--- config.mk ---
export PLATFORM = sky130hd
export DESIGN_NAME = cgcr_regs
export DESIGN_NICKNAME = d
export VERILOG_FILES = /design/src/hdl/cgcr_pkg.sv /design/src/hdl/cgcr_bias_cal.sv /design/src/hdl/cgcr_regs.sv
export SDC_FILE = /design/constraint.sdc
export NUM_CORES = 1
export LEC_CHECK = 0
export BUFFER_PORTS_ARGS = -buffer_cell sky130_fd_sc_hd__buf_2
export CORE_UTILIZATION = 50
export CTS_CLUSTER_DIAMETER = 30
export DETAILED_ROUTE_END_ITERATION = 16
export GPL_TIMING_DRIVEN = 0
export PLACE_DENSITY = 0.79
export REMOVE_ABC_BUFFERS = 1
export SYNTH_ARGS = -nofsm -noshare
export SYNTH_HDL_FRONTEND = slang
export SYNTH_HIERARCHICAL = 1
export SYNTH_SLANG_ARGS = --single-unit
--- constraint.sdc ---
create_clock -name core_clk -period 2 [get_ports core_clk]
set_input_delay 0.1 -clock core_clk [delete_from_list [all_inputs] [get_ports core_clk]]
set_output_delay 0.1 -clock core_clk [all_outputs]
set_load 0.005 [all_outputs]
--- src/hdl/cgcr_pkg.sv ---
// constants, field layout and carrier types of the general control register group
package cgcr_pkg;

  // serial frame layout: read flag, 7-bit address, 8-bit data, msb first
  localparam int unsigned ADDR_W     = 7;
  localparam int unsigned DATA_W     = 8;
  localparam int unsigned FRAME_BITS = 16;

  // bit counter landmarks inside a frame
  localparam logic [4:0] CNT_FIRST = 5'h00;
  localparam logic [4:0] CNT_ADDR  = 5'h07;
  localparam logic [4:0] CNT_LAST  = 5'h0f;
  localparam logic [4:0] CNT_DONE  = 5'h10;

  // register byte addresses
  localparam logic [6:0] ADDR_DIV_INIT = 7'h71;
  localparam logic [6:0] ADDR_REACQ    = 7'h72;
  localparam logic [6:0] ADDR_BIAS_CAL = 7'h73;

  // field positions and reset values
  localparam int unsigned BIT_TRIGGER   = 7;
  localparam int unsigned BIT_READ_EDGE = 0;
  localparam logic        READ_EDGE_RST = 1'b0;
  localparam logic [7:0]  BYTE_ZERO     = 8'h00;

  // serial pins seen from the device, all synchronous to core_clk
  typedef struct packed {
    logic sclk;
    logic cs_n;
    logic serial_data_line_i;
  } cgcr_spi_in_t;

  typedef struct packed {
    logic serial_data_line_o;
    logic serial_data_line_oe;
  } cgcr_spi_out_t;

  // one-cycle command pulses towards the analog and divider logic
  typedef struct packed {
    logic div_init;
    logic reacquire;
    logic cal_start;
  } cgcr_ctrl_t;

  // a written byte asks for its action only when the trigger bit is one
  function automatic logic cgcr_trig(input logic [7:0] data);
    cgcr_trig = data[BIT_TRIGGER];
  endfunction

endpackage

--- src/hdl/cgcr_bias_cal.sv ---
// bias calibration sequencer: busy flag held from start until the analog side reports done
module cgcr_bias_cal
  import cgcr_pkg::*;
(
  // clock and reset
  input  wire logic core_clk,
  input  wire logic resetn,
  // request from the register bank and completion from the bias cell
  input  wire logic start_req,
  input  wire logic cal_done,
  // towards the bias cell and the status read-back
  output logic      cal_start,
  output logic      cal_busy
);

  typedef enum logic {CAL_IDLE, CAL_RUN} cgcr_cal_state_t;

  cgcr_cal_state_t state_r;

  // a new request restarts the run even if done arrives in the same cycle
  always_ff @(posedge core_clk)
  begin
    if (!resetn)
    begin
      state_r   <= CAL_IDLE;
      cal_busy  <= 1'b0;
      cal_start <= 1'b0;
    end
    else
    begin
      cal_start <= start_req;  // RL4
      unique case (state_r)
        CAL_IDLE:
        begin
          if (start_req)
          begin
            state_r  <= CAL_RUN;
            cal_busy <= 1'b1;  // RL5
          end
        end
        CAL_RUN:
        begin
          if (!start_req && cal_done)
          begin
            state_r  <= CAL_IDLE;
            cal_busy <= 1'b0;  // RL5
          end
        end
      endcase
    end
  end

endmodule

--- src/hdl/cgcr_regs.sv ---
// general control register group behind the 3-wire serial port
// Contract
// RL1 - a written one in the divider-init bit yields a one-cycle divider init pulse and the bit never stays set.
// RL2 - the host issues the divider-init write as part of its startup sequence.
// RL3 - a written one in the re-acquire bit yields a one-cycle re-lock pulse for the synthesizer loop and self-clears.
// RL4 - a written one in the bias calibration bit starts the bias calibration.
// RL5 - the bias calibration bit reads one while calibration runs and clears itself when it completes.
// RL6 - the host triggers bias calibration as part of its startup sequence.
// RL7 - the read edge bit, zero after reset, picks falling (0) or rising (1) serial clock edge for read data.
// RL8 - writing zero to a self-clearing bit does nothing, write-only bits read zero, reserved bits are written zero.
module cgcr_regs
  import cgcr_pkg::*;
(
  // clock and reset
  input  wire logic    core_clk,
  input  wire logic    resetn,
  // serial port pins
  input  cgcr_spi_in_t spi_in,
  output cgcr_spi_out_t spi_out,
  // bias cell completion
  input  wire logic    bias_cal_done,
  // control towards the clock core
  output cgcr_ctrl_t   ctrl_pulse,
  output logic         read_output_edge_select,
  output logic         bias_cal_busy
);

  logic        sclk_q_r;
  logic [4:0]  bit_cnt_r;
  logic [15:0] shift_in_r;
  logic        is_read_r;
  logic        rd_active_r;
  logic [7:0]  rd_shift_r;
  logic        serial_data_line_o_r;
  logic        serial_data_line_oe_r;
  logic        div_init_r;
  logic        reacq_r;
  logic        read_edge_r;
  logic        cal_start_w;

  logic        sclk_rise;
  logic        sclk_fall;
  logic        drive_edge;
  logic [15:0] shift_in_nxt;
  logic [6:0]  fr_addr;
  logic [7:0]  fr_data;
  logic [6:0]  rd_addr;
  logic [7:0]  rd_data;
  logic        wr_fire;
  logic        rd_load;
  logic        cal_req;
  logic [4:0]  release_cnt;

  // pins are synchronous, so one stage of history is enough for edge detection
  assign sclk_rise    = spi_in.sclk & ~sclk_q_r & ~spi_in.cs_n;
  assign sclk_fall    = ~spi_in.sclk & sclk_q_r & ~spi_in.cs_n;
  assign drive_edge   = read_edge_r ? sclk_rise : sclk_fall;  // RL7
  assign shift_in_nxt = {shift_in_r[14:0], spi_in.serial_data_line_i};
  assign fr_addr      = shift_in_nxt[14:8];
  assign fr_data      = shift_in_nxt[7:0];
  assign rd_addr      = shift_in_nxt[6:0];
  assign wr_fire      = sclk_rise && (bit_cnt_r == CNT_LAST) && !is_read_r;
  assign rd_load      = sclk_rise && (bit_cnt_r == CNT_ADDR) && is_read_r;
  assign cal_req      = wr_fire && (fr_addr == ADDR_BIAS_CAL) && cgcr_trig(fr_data);  // RL4
  // rising mode hands the line back on the 16th rise, falling mode on the fall after it
  assign release_cnt  = read_edge_r ? CNT_LAST : CNT_DONE;

  // read-back mux: write-only trigger bits and reserved bits read zero
  always_comb
  begin
    rd_data = BYTE_ZERO;  // RL8
    if (rd_addr == ADDR_BIAS_CAL)
    begin
      rd_data[BIT_TRIGGER]   = bias_cal_busy;  // RL5
      rd_data[BIT_READ_EDGE] = read_edge_r;
    end
  end

  // frame bookkeeping; extra clocks past 16 bits are ignored until chip select rises
  always_ff @(posedge core_clk)
  begin
    if (!resetn)
    begin
      sclk_q_r   <= 1'b0;
      bit_cnt_r  <= CNT_FIRST;
      shift_in_r <= 16'h0000;
      is_read_r  <= 1'b0;
    end
    else
    begin
      sclk_q_r <= spi_in.sclk;
      if (spi_in.cs_n)
      begin
        bit_cnt_r <= CNT_FIRST;
        is_read_r <= 1'b0;
      end
      else if (sclk_rise && (bit_cnt_r != CNT_DONE))
      begin
        bit_cnt_r  <= bit_cnt_r + 5'h01;
        shift_in_r <= shift_in_nxt;
        if (bit_cnt_r == CNT_FIRST)
        begin
          is_read_r <= spi_in.serial_data_line_i;
        end
      end
    end
  end

  // self-clearing command pulses; a written zero leaves them idle
  always_ff @(posedge core_clk)
  begin
    if (!resetn)
    begin
      div_init_r <= 1'b0;
      reacq_r    <= 1'b0;
    end
    else
    begin
      div_init_r <= wr_fire && (fr_addr == ADDR_DIV_INIT) && cgcr_trig(fr_data);  // RL1
      reacq_r    <= wr_fire && (fr_addr == ADDR_REACQ) && cgcr_trig(fr_data);  // RL3
    end
  end

  // read edge select is the only written bit of the group that keeps its value
  always_ff @(posedge core_clk)
  begin
    if (!resetn)
    begin
      read_edge_r <= READ_EDGE_RST;  // RL7
    end
    else if (wr_fire && (fr_addr == ADDR_BIAS_CAL))
    begin
      read_edge_r <= fr_data[BIT_READ_EDGE];  // RL7
    end
  end

  // read data shifter; the line is released at frame end or when chip select rises
  always_ff @(posedge core_clk)
  begin
    if (!resetn || spi_in.cs_n)
    begin
      rd_active_r <= 1'b0;
      rd_shift_r  <= BYTE_ZERO;
      serial_data_line_o_r    <= 1'b0;
      serial_data_line_oe_r   <= 1'b0;
    end
    else if (rd_load)
    begin
      rd_active_r <= 1'b1;
      if (read_edge_r)
      begin
        serial_data_line_o_r   <= rd_data[7];  // RL7
        rd_shift_r <= {rd_data[6:0], 1'b0};
        serial_data_line_oe_r  <= 1'b1;
      end
      else
      begin
        rd_shift_r <= rd_data;
      end
    end
    else if (drive_edge && rd_active_r)
    begin
      if (bit_cnt_r == release_cnt)
      begin
        rd_active_r <= 1'b0;
        serial_data_line_oe_r   <= 1'b0;
      end
      else
      begin
        serial_data_line_o_r   <= rd_shift_r[7];  // RL7
        rd_shift_r <= {rd_shift_r[6:0], 1'b0};
        serial_data_line_oe_r  <= 1'b1;
      end
    end
  end

  // calibration sequencing lives in its own small state machine
  cgcr_bias_cal u_bias_cal (
    .core_clk  (core_clk),
    .resetn    (resetn),
    .start_req (cal_req),
    .cal_done  (bias_cal_done),
    .cal_start (cal_start_w),
    .cal_busy  (bias_cal_busy)
  );

  assign spi_out.serial_data_line_o           = serial_data_line_o_r;
  assign spi_out.serial_data_line_oe          = serial_data_line_oe_r;
  assign ctrl_pulse.div_init      = div_init_r;
  assign ctrl_pulse.reacquire     = reacq_r;
  assign ctrl_pulse.cal_start     = cal_start_w;
  assign read_output_edge_select  = read_edge_r;
endmodule

==> run metrics <==
reg2reg end=u_bias_cal/cal_busy$_SDFFE_PN0P_; input/output buffers=12; CP required=2300 ps; Sw Share=0.233; clk buf depth=2; internal power=around 0.00095 W; cell count after synthesis=186; hold path depth=3; fin crit share=1.03; clock buffer count from CTS=5; Max IR drop VDD=0.341 mV; CP delay by family, top=simple AND/OR/NAND/NOR gates; Sequential Power Share=0.613; vias per cell=5.33; Max Cap Violations=0; Via Count=1343; Iteration-0 DRC Markers=between 80 and 90; final hold slack=19.6 ps; clock share of power=0.334; Routed wire per std cell=13.3 microns; Comb power frac=0.052; Total Wirelength=roughly 3400 microns; fmax=between 400 and 500 MHz; sequential area share after synthesis=0.453; CORE AREA=0.00313 sq mm; Hold Path Origin=spi_in[0]; Area contributors post-synth=dfxtp_1 45%, nand2_1 7.8%, a21boi_0 5.8%, mux2i_1 4.8%, nor2_1 2.9%; Data arrival, critical path=~2400 ps; Initial Util=0.537; GRT Total Usage=0.201; Setup TNS=-91.9 ps; Slew @ Worst Pin=461 ps; Yosys top cell area share=0.453; post-route cell area=0.00200 sq mm; Remaining Overflow, GRT=0; Reg2Reg Setup Slack=-60 ps; CP bufs+invs=0; status=finished, violations left; antenna violations before repair=0; first-pass GRT wire length=5090 microns; final setup margin=-60.0 ps; largest net degree at the start of global routing=22; Die X=60.0 microns; die area=0.00359 sq mm; synth warn=6; Yosys reg bits=38; clk root buf=clkbuf_4; slew margin rel.=0.693; drt pass-1 iters=4; area grow syn2layout=18.9%; final setup fails=3; slowest CP cell=or4bb_4; HP Class=in2reg; Inst Count DP=228; P_sw=0.000289 W; CTS tree=yes; post-route ant nets=0; syn avg cell area=9.03 sq um; clock latency at the later pin of the worst-skew pair=around 360 ps; # rows=20; post-synth cell types=43; clock slew at reported path FFs=around 110 ps; # diodes=0; HPWL after DPL=about 2100 microns; PD cells=623 mW/mm^2; synthesized area=0.00168 sq mm; Ports=13; vias in the first global route=1197; Final min period=around 2100 ps; Die Y=60.0 microns; Sink Count=38; Overall Power=0.00124 W; crit path launch type=register; fin cells=252; CTS H-Tree Depth=2; Top cell by count, worst path=ha_4; # DRC=0; CP Capture Type=register; kind of critical path=reg2reg; Hold EP=is_read_r$_SDFFE_PP0P_; Critical Path Max Stage Delay=460 ps; Post-DP Area=0.00171 sq mm; leakage power=0.792 nW; RSZ-0062 raised after global routing=true; failing checks=negative setup slack; Clock Skews=11.7 ps; Register-to-Register Path Depth=8; Max Slew Vio Count=0; final number of hold-violating endpoints=0; routability cong.=0.852; layout net count=216; critical path, cell by cell=ha_4, and3_4, ha_4, or4bb_4, nor3_4, and4_4, nor2b_1, o211a_1; reg-to-reg startpoint=bit_cnt_r[1]$_SDFFE_PP0P_; layout cells sized above 1=0.269; leading area contributor after synthesis=dfxtp_1; Max FO, Critical Path=3
## timing repair
action	4_1_cts	5_1_grt
pin swaps	3	3
endpoints found under the setup margin	16	11
hold buffers	1	0
endpoints found under the hold margin	1	0
setup buffers	9	6
resized for setup	16	9
cloned	0	0
## cell usage after synthesis (all sizes together)
master   instances
a21oi            5
or3b             3
nor2            13
nand3            4
or2              1
dfxtp           38
or4              1
ha               3
nand4b           2
mux2i            8
and4             1
nor2b            4
a221oi           1
o21a             2
clkbuf           7
nor3             6
o211a            1
and2             2
xnor2            2
xor2             1
nand2           35
a211oi           1
nand3b           3
nand2b           3
inv              4
buf              7
o2bb2ai          1
o311a            1
or4bb            1
a31oi            2
a21boi          14
a31o             1
mux2             1
o21ai            2
nor3b            3
and3             2
## per-layer routing
metal | wire length [microns] | GRT usage | up-vias
met5 | 0 | 0 | -
met2 | 1780 | 0.349 | 17
met4 | 85 | 0.136 | 0
li1 | - | - | 675
met1 | 1390 | 0.215 | 643
met3 | 94 | 0.0455 | 8
## registers in the layout (all words and copies together), names as in the netlist
signal	cells
shift_in_r	14
rd_shift_r	8
bit_cnt_r	5
div_init_r	1
is_read_r	1
rd_active_r	1
reacq_r	1
read_output_edge_select	1
sclk_q_r	1
serial_data_line_o_r	1
serial_data_line_oe_r	1
u_bias_cal/cal_busy	1
u_bias_cal/cal_start	1
u_bias_cal/state_r	1
## metrics by stage
step / utilization / worst slack, ps
after floorplan: - / -73.8
after global placement: 0.546 / -249
after detailed placement: 0.546 / -309
after CTS: 0.611 / -10.7
after global routing: 0.638 / -119
final: 0.638 / -60.0
## cell usage in the layout, fill, tap and decap left out, types with 2 or more instances in the layout
cell type and n:
nor2b_1 4, dfxtp_4 3, nor3b_1 2, a21boi_0 13, or3b_4 2, nand4b_1 2
ha_4 2, inv_1 4, mux2i_1 8, buf_4 14, nand3_1 4, buf_2 12
a21oi_1 4, nand2_1 35, o21ai_0 2, xnor2_1 2, o21a_1 2, dfxtp_1 34
nor2_1 13, nand3b_1 3, clkbuf_4 5, nor3_4 2, nand2b_1 3, nor3_1 3
## layout make-up
class | count | area (sq um)
clock inverters | 1 | 5.00
multi-input cells | 130 | 906
well taps | 44 | 55.1
clock buffers | 7 | 55.1
inverters | 4 | 15.0
flip-flops and latches | 38 | 773
fillers | 254 | 1130
repair buffers | 28 | 186
## worst max path at each step
stage / startpoint / end / slack, ps / depth (start not counted)
floorplan: read_output_edge_select$_SDFFE_PN0P_ / rd_shift_r[1]$_SDFFE_PP0P_ / -70 / 5
global placement: bit_cnt_r[0]$_SDFFE_PP0P_ / u_bias_cal/cal_busy$_SDFFE_PN0P_ / -250 / 8
detailed placement: bit_cnt_r[0]$_SDFFE_PP0P_ / u_bias_cal/cal_busy$_SDFFE_PN0P_ / -310 / 8
CTS: bit_cnt_r[1]$_SDFFE_PP0P_ / read_output_edge_select$_SDFFE_PN0P_ / -10 / 9
global route: bit_cnt_r[1]$_SDFFE_PP0P_ / read_output_edge_select$_SDFFE_PN0P_ / -120 / 9
finish: bit_cnt_r[1]$_SDFFE_PP0P_ / u_bias_cal/cal_busy$_SDFFE_PN0P_ / -60 / 8
## worst min-delay path: stages
cell     delay [ps]
buf_2           110
mux2i_1          70
nor2_1           70
## kinds of logic after synthesis
| logic type | after synthesis | share of synthesized area |
|---|---|---|
| AND/OR/NAND/NOR | 84 | 0.254 |
| flip-flops | 38 | 0.453 |
| AO/OA/AOI/OAI | 31 | 0.138 |
| buffers and inverters | 18 | 0.0604 |
| multiplexers | 9 | 0.0566 |
| XOR/XNOR | 3 | 0.0157 |
| adder cells (fa/ha/maj) | 3 | 0.0224 |
## power by group through the flow
| stage | combinational [W] | sequential (W) | clock [W] |
|---|---|---|---|
| final | 0.0000652 | 0.000762 | 0.000415 |
| after global routing | 0.0000717 | 0.000763 | 0.000452 |
| after CTS | 0.0000599 | 0.000763 | 0.000427 |
| after detailed placement | 0.0000533 | 0.000782 | 0 |
| after global placement | 0.0000516 | 0.000782 | 0 |
| after floorplan | 0.0000340 | 0.000781 | 0 |
Power figures use the tool's default switching activity.
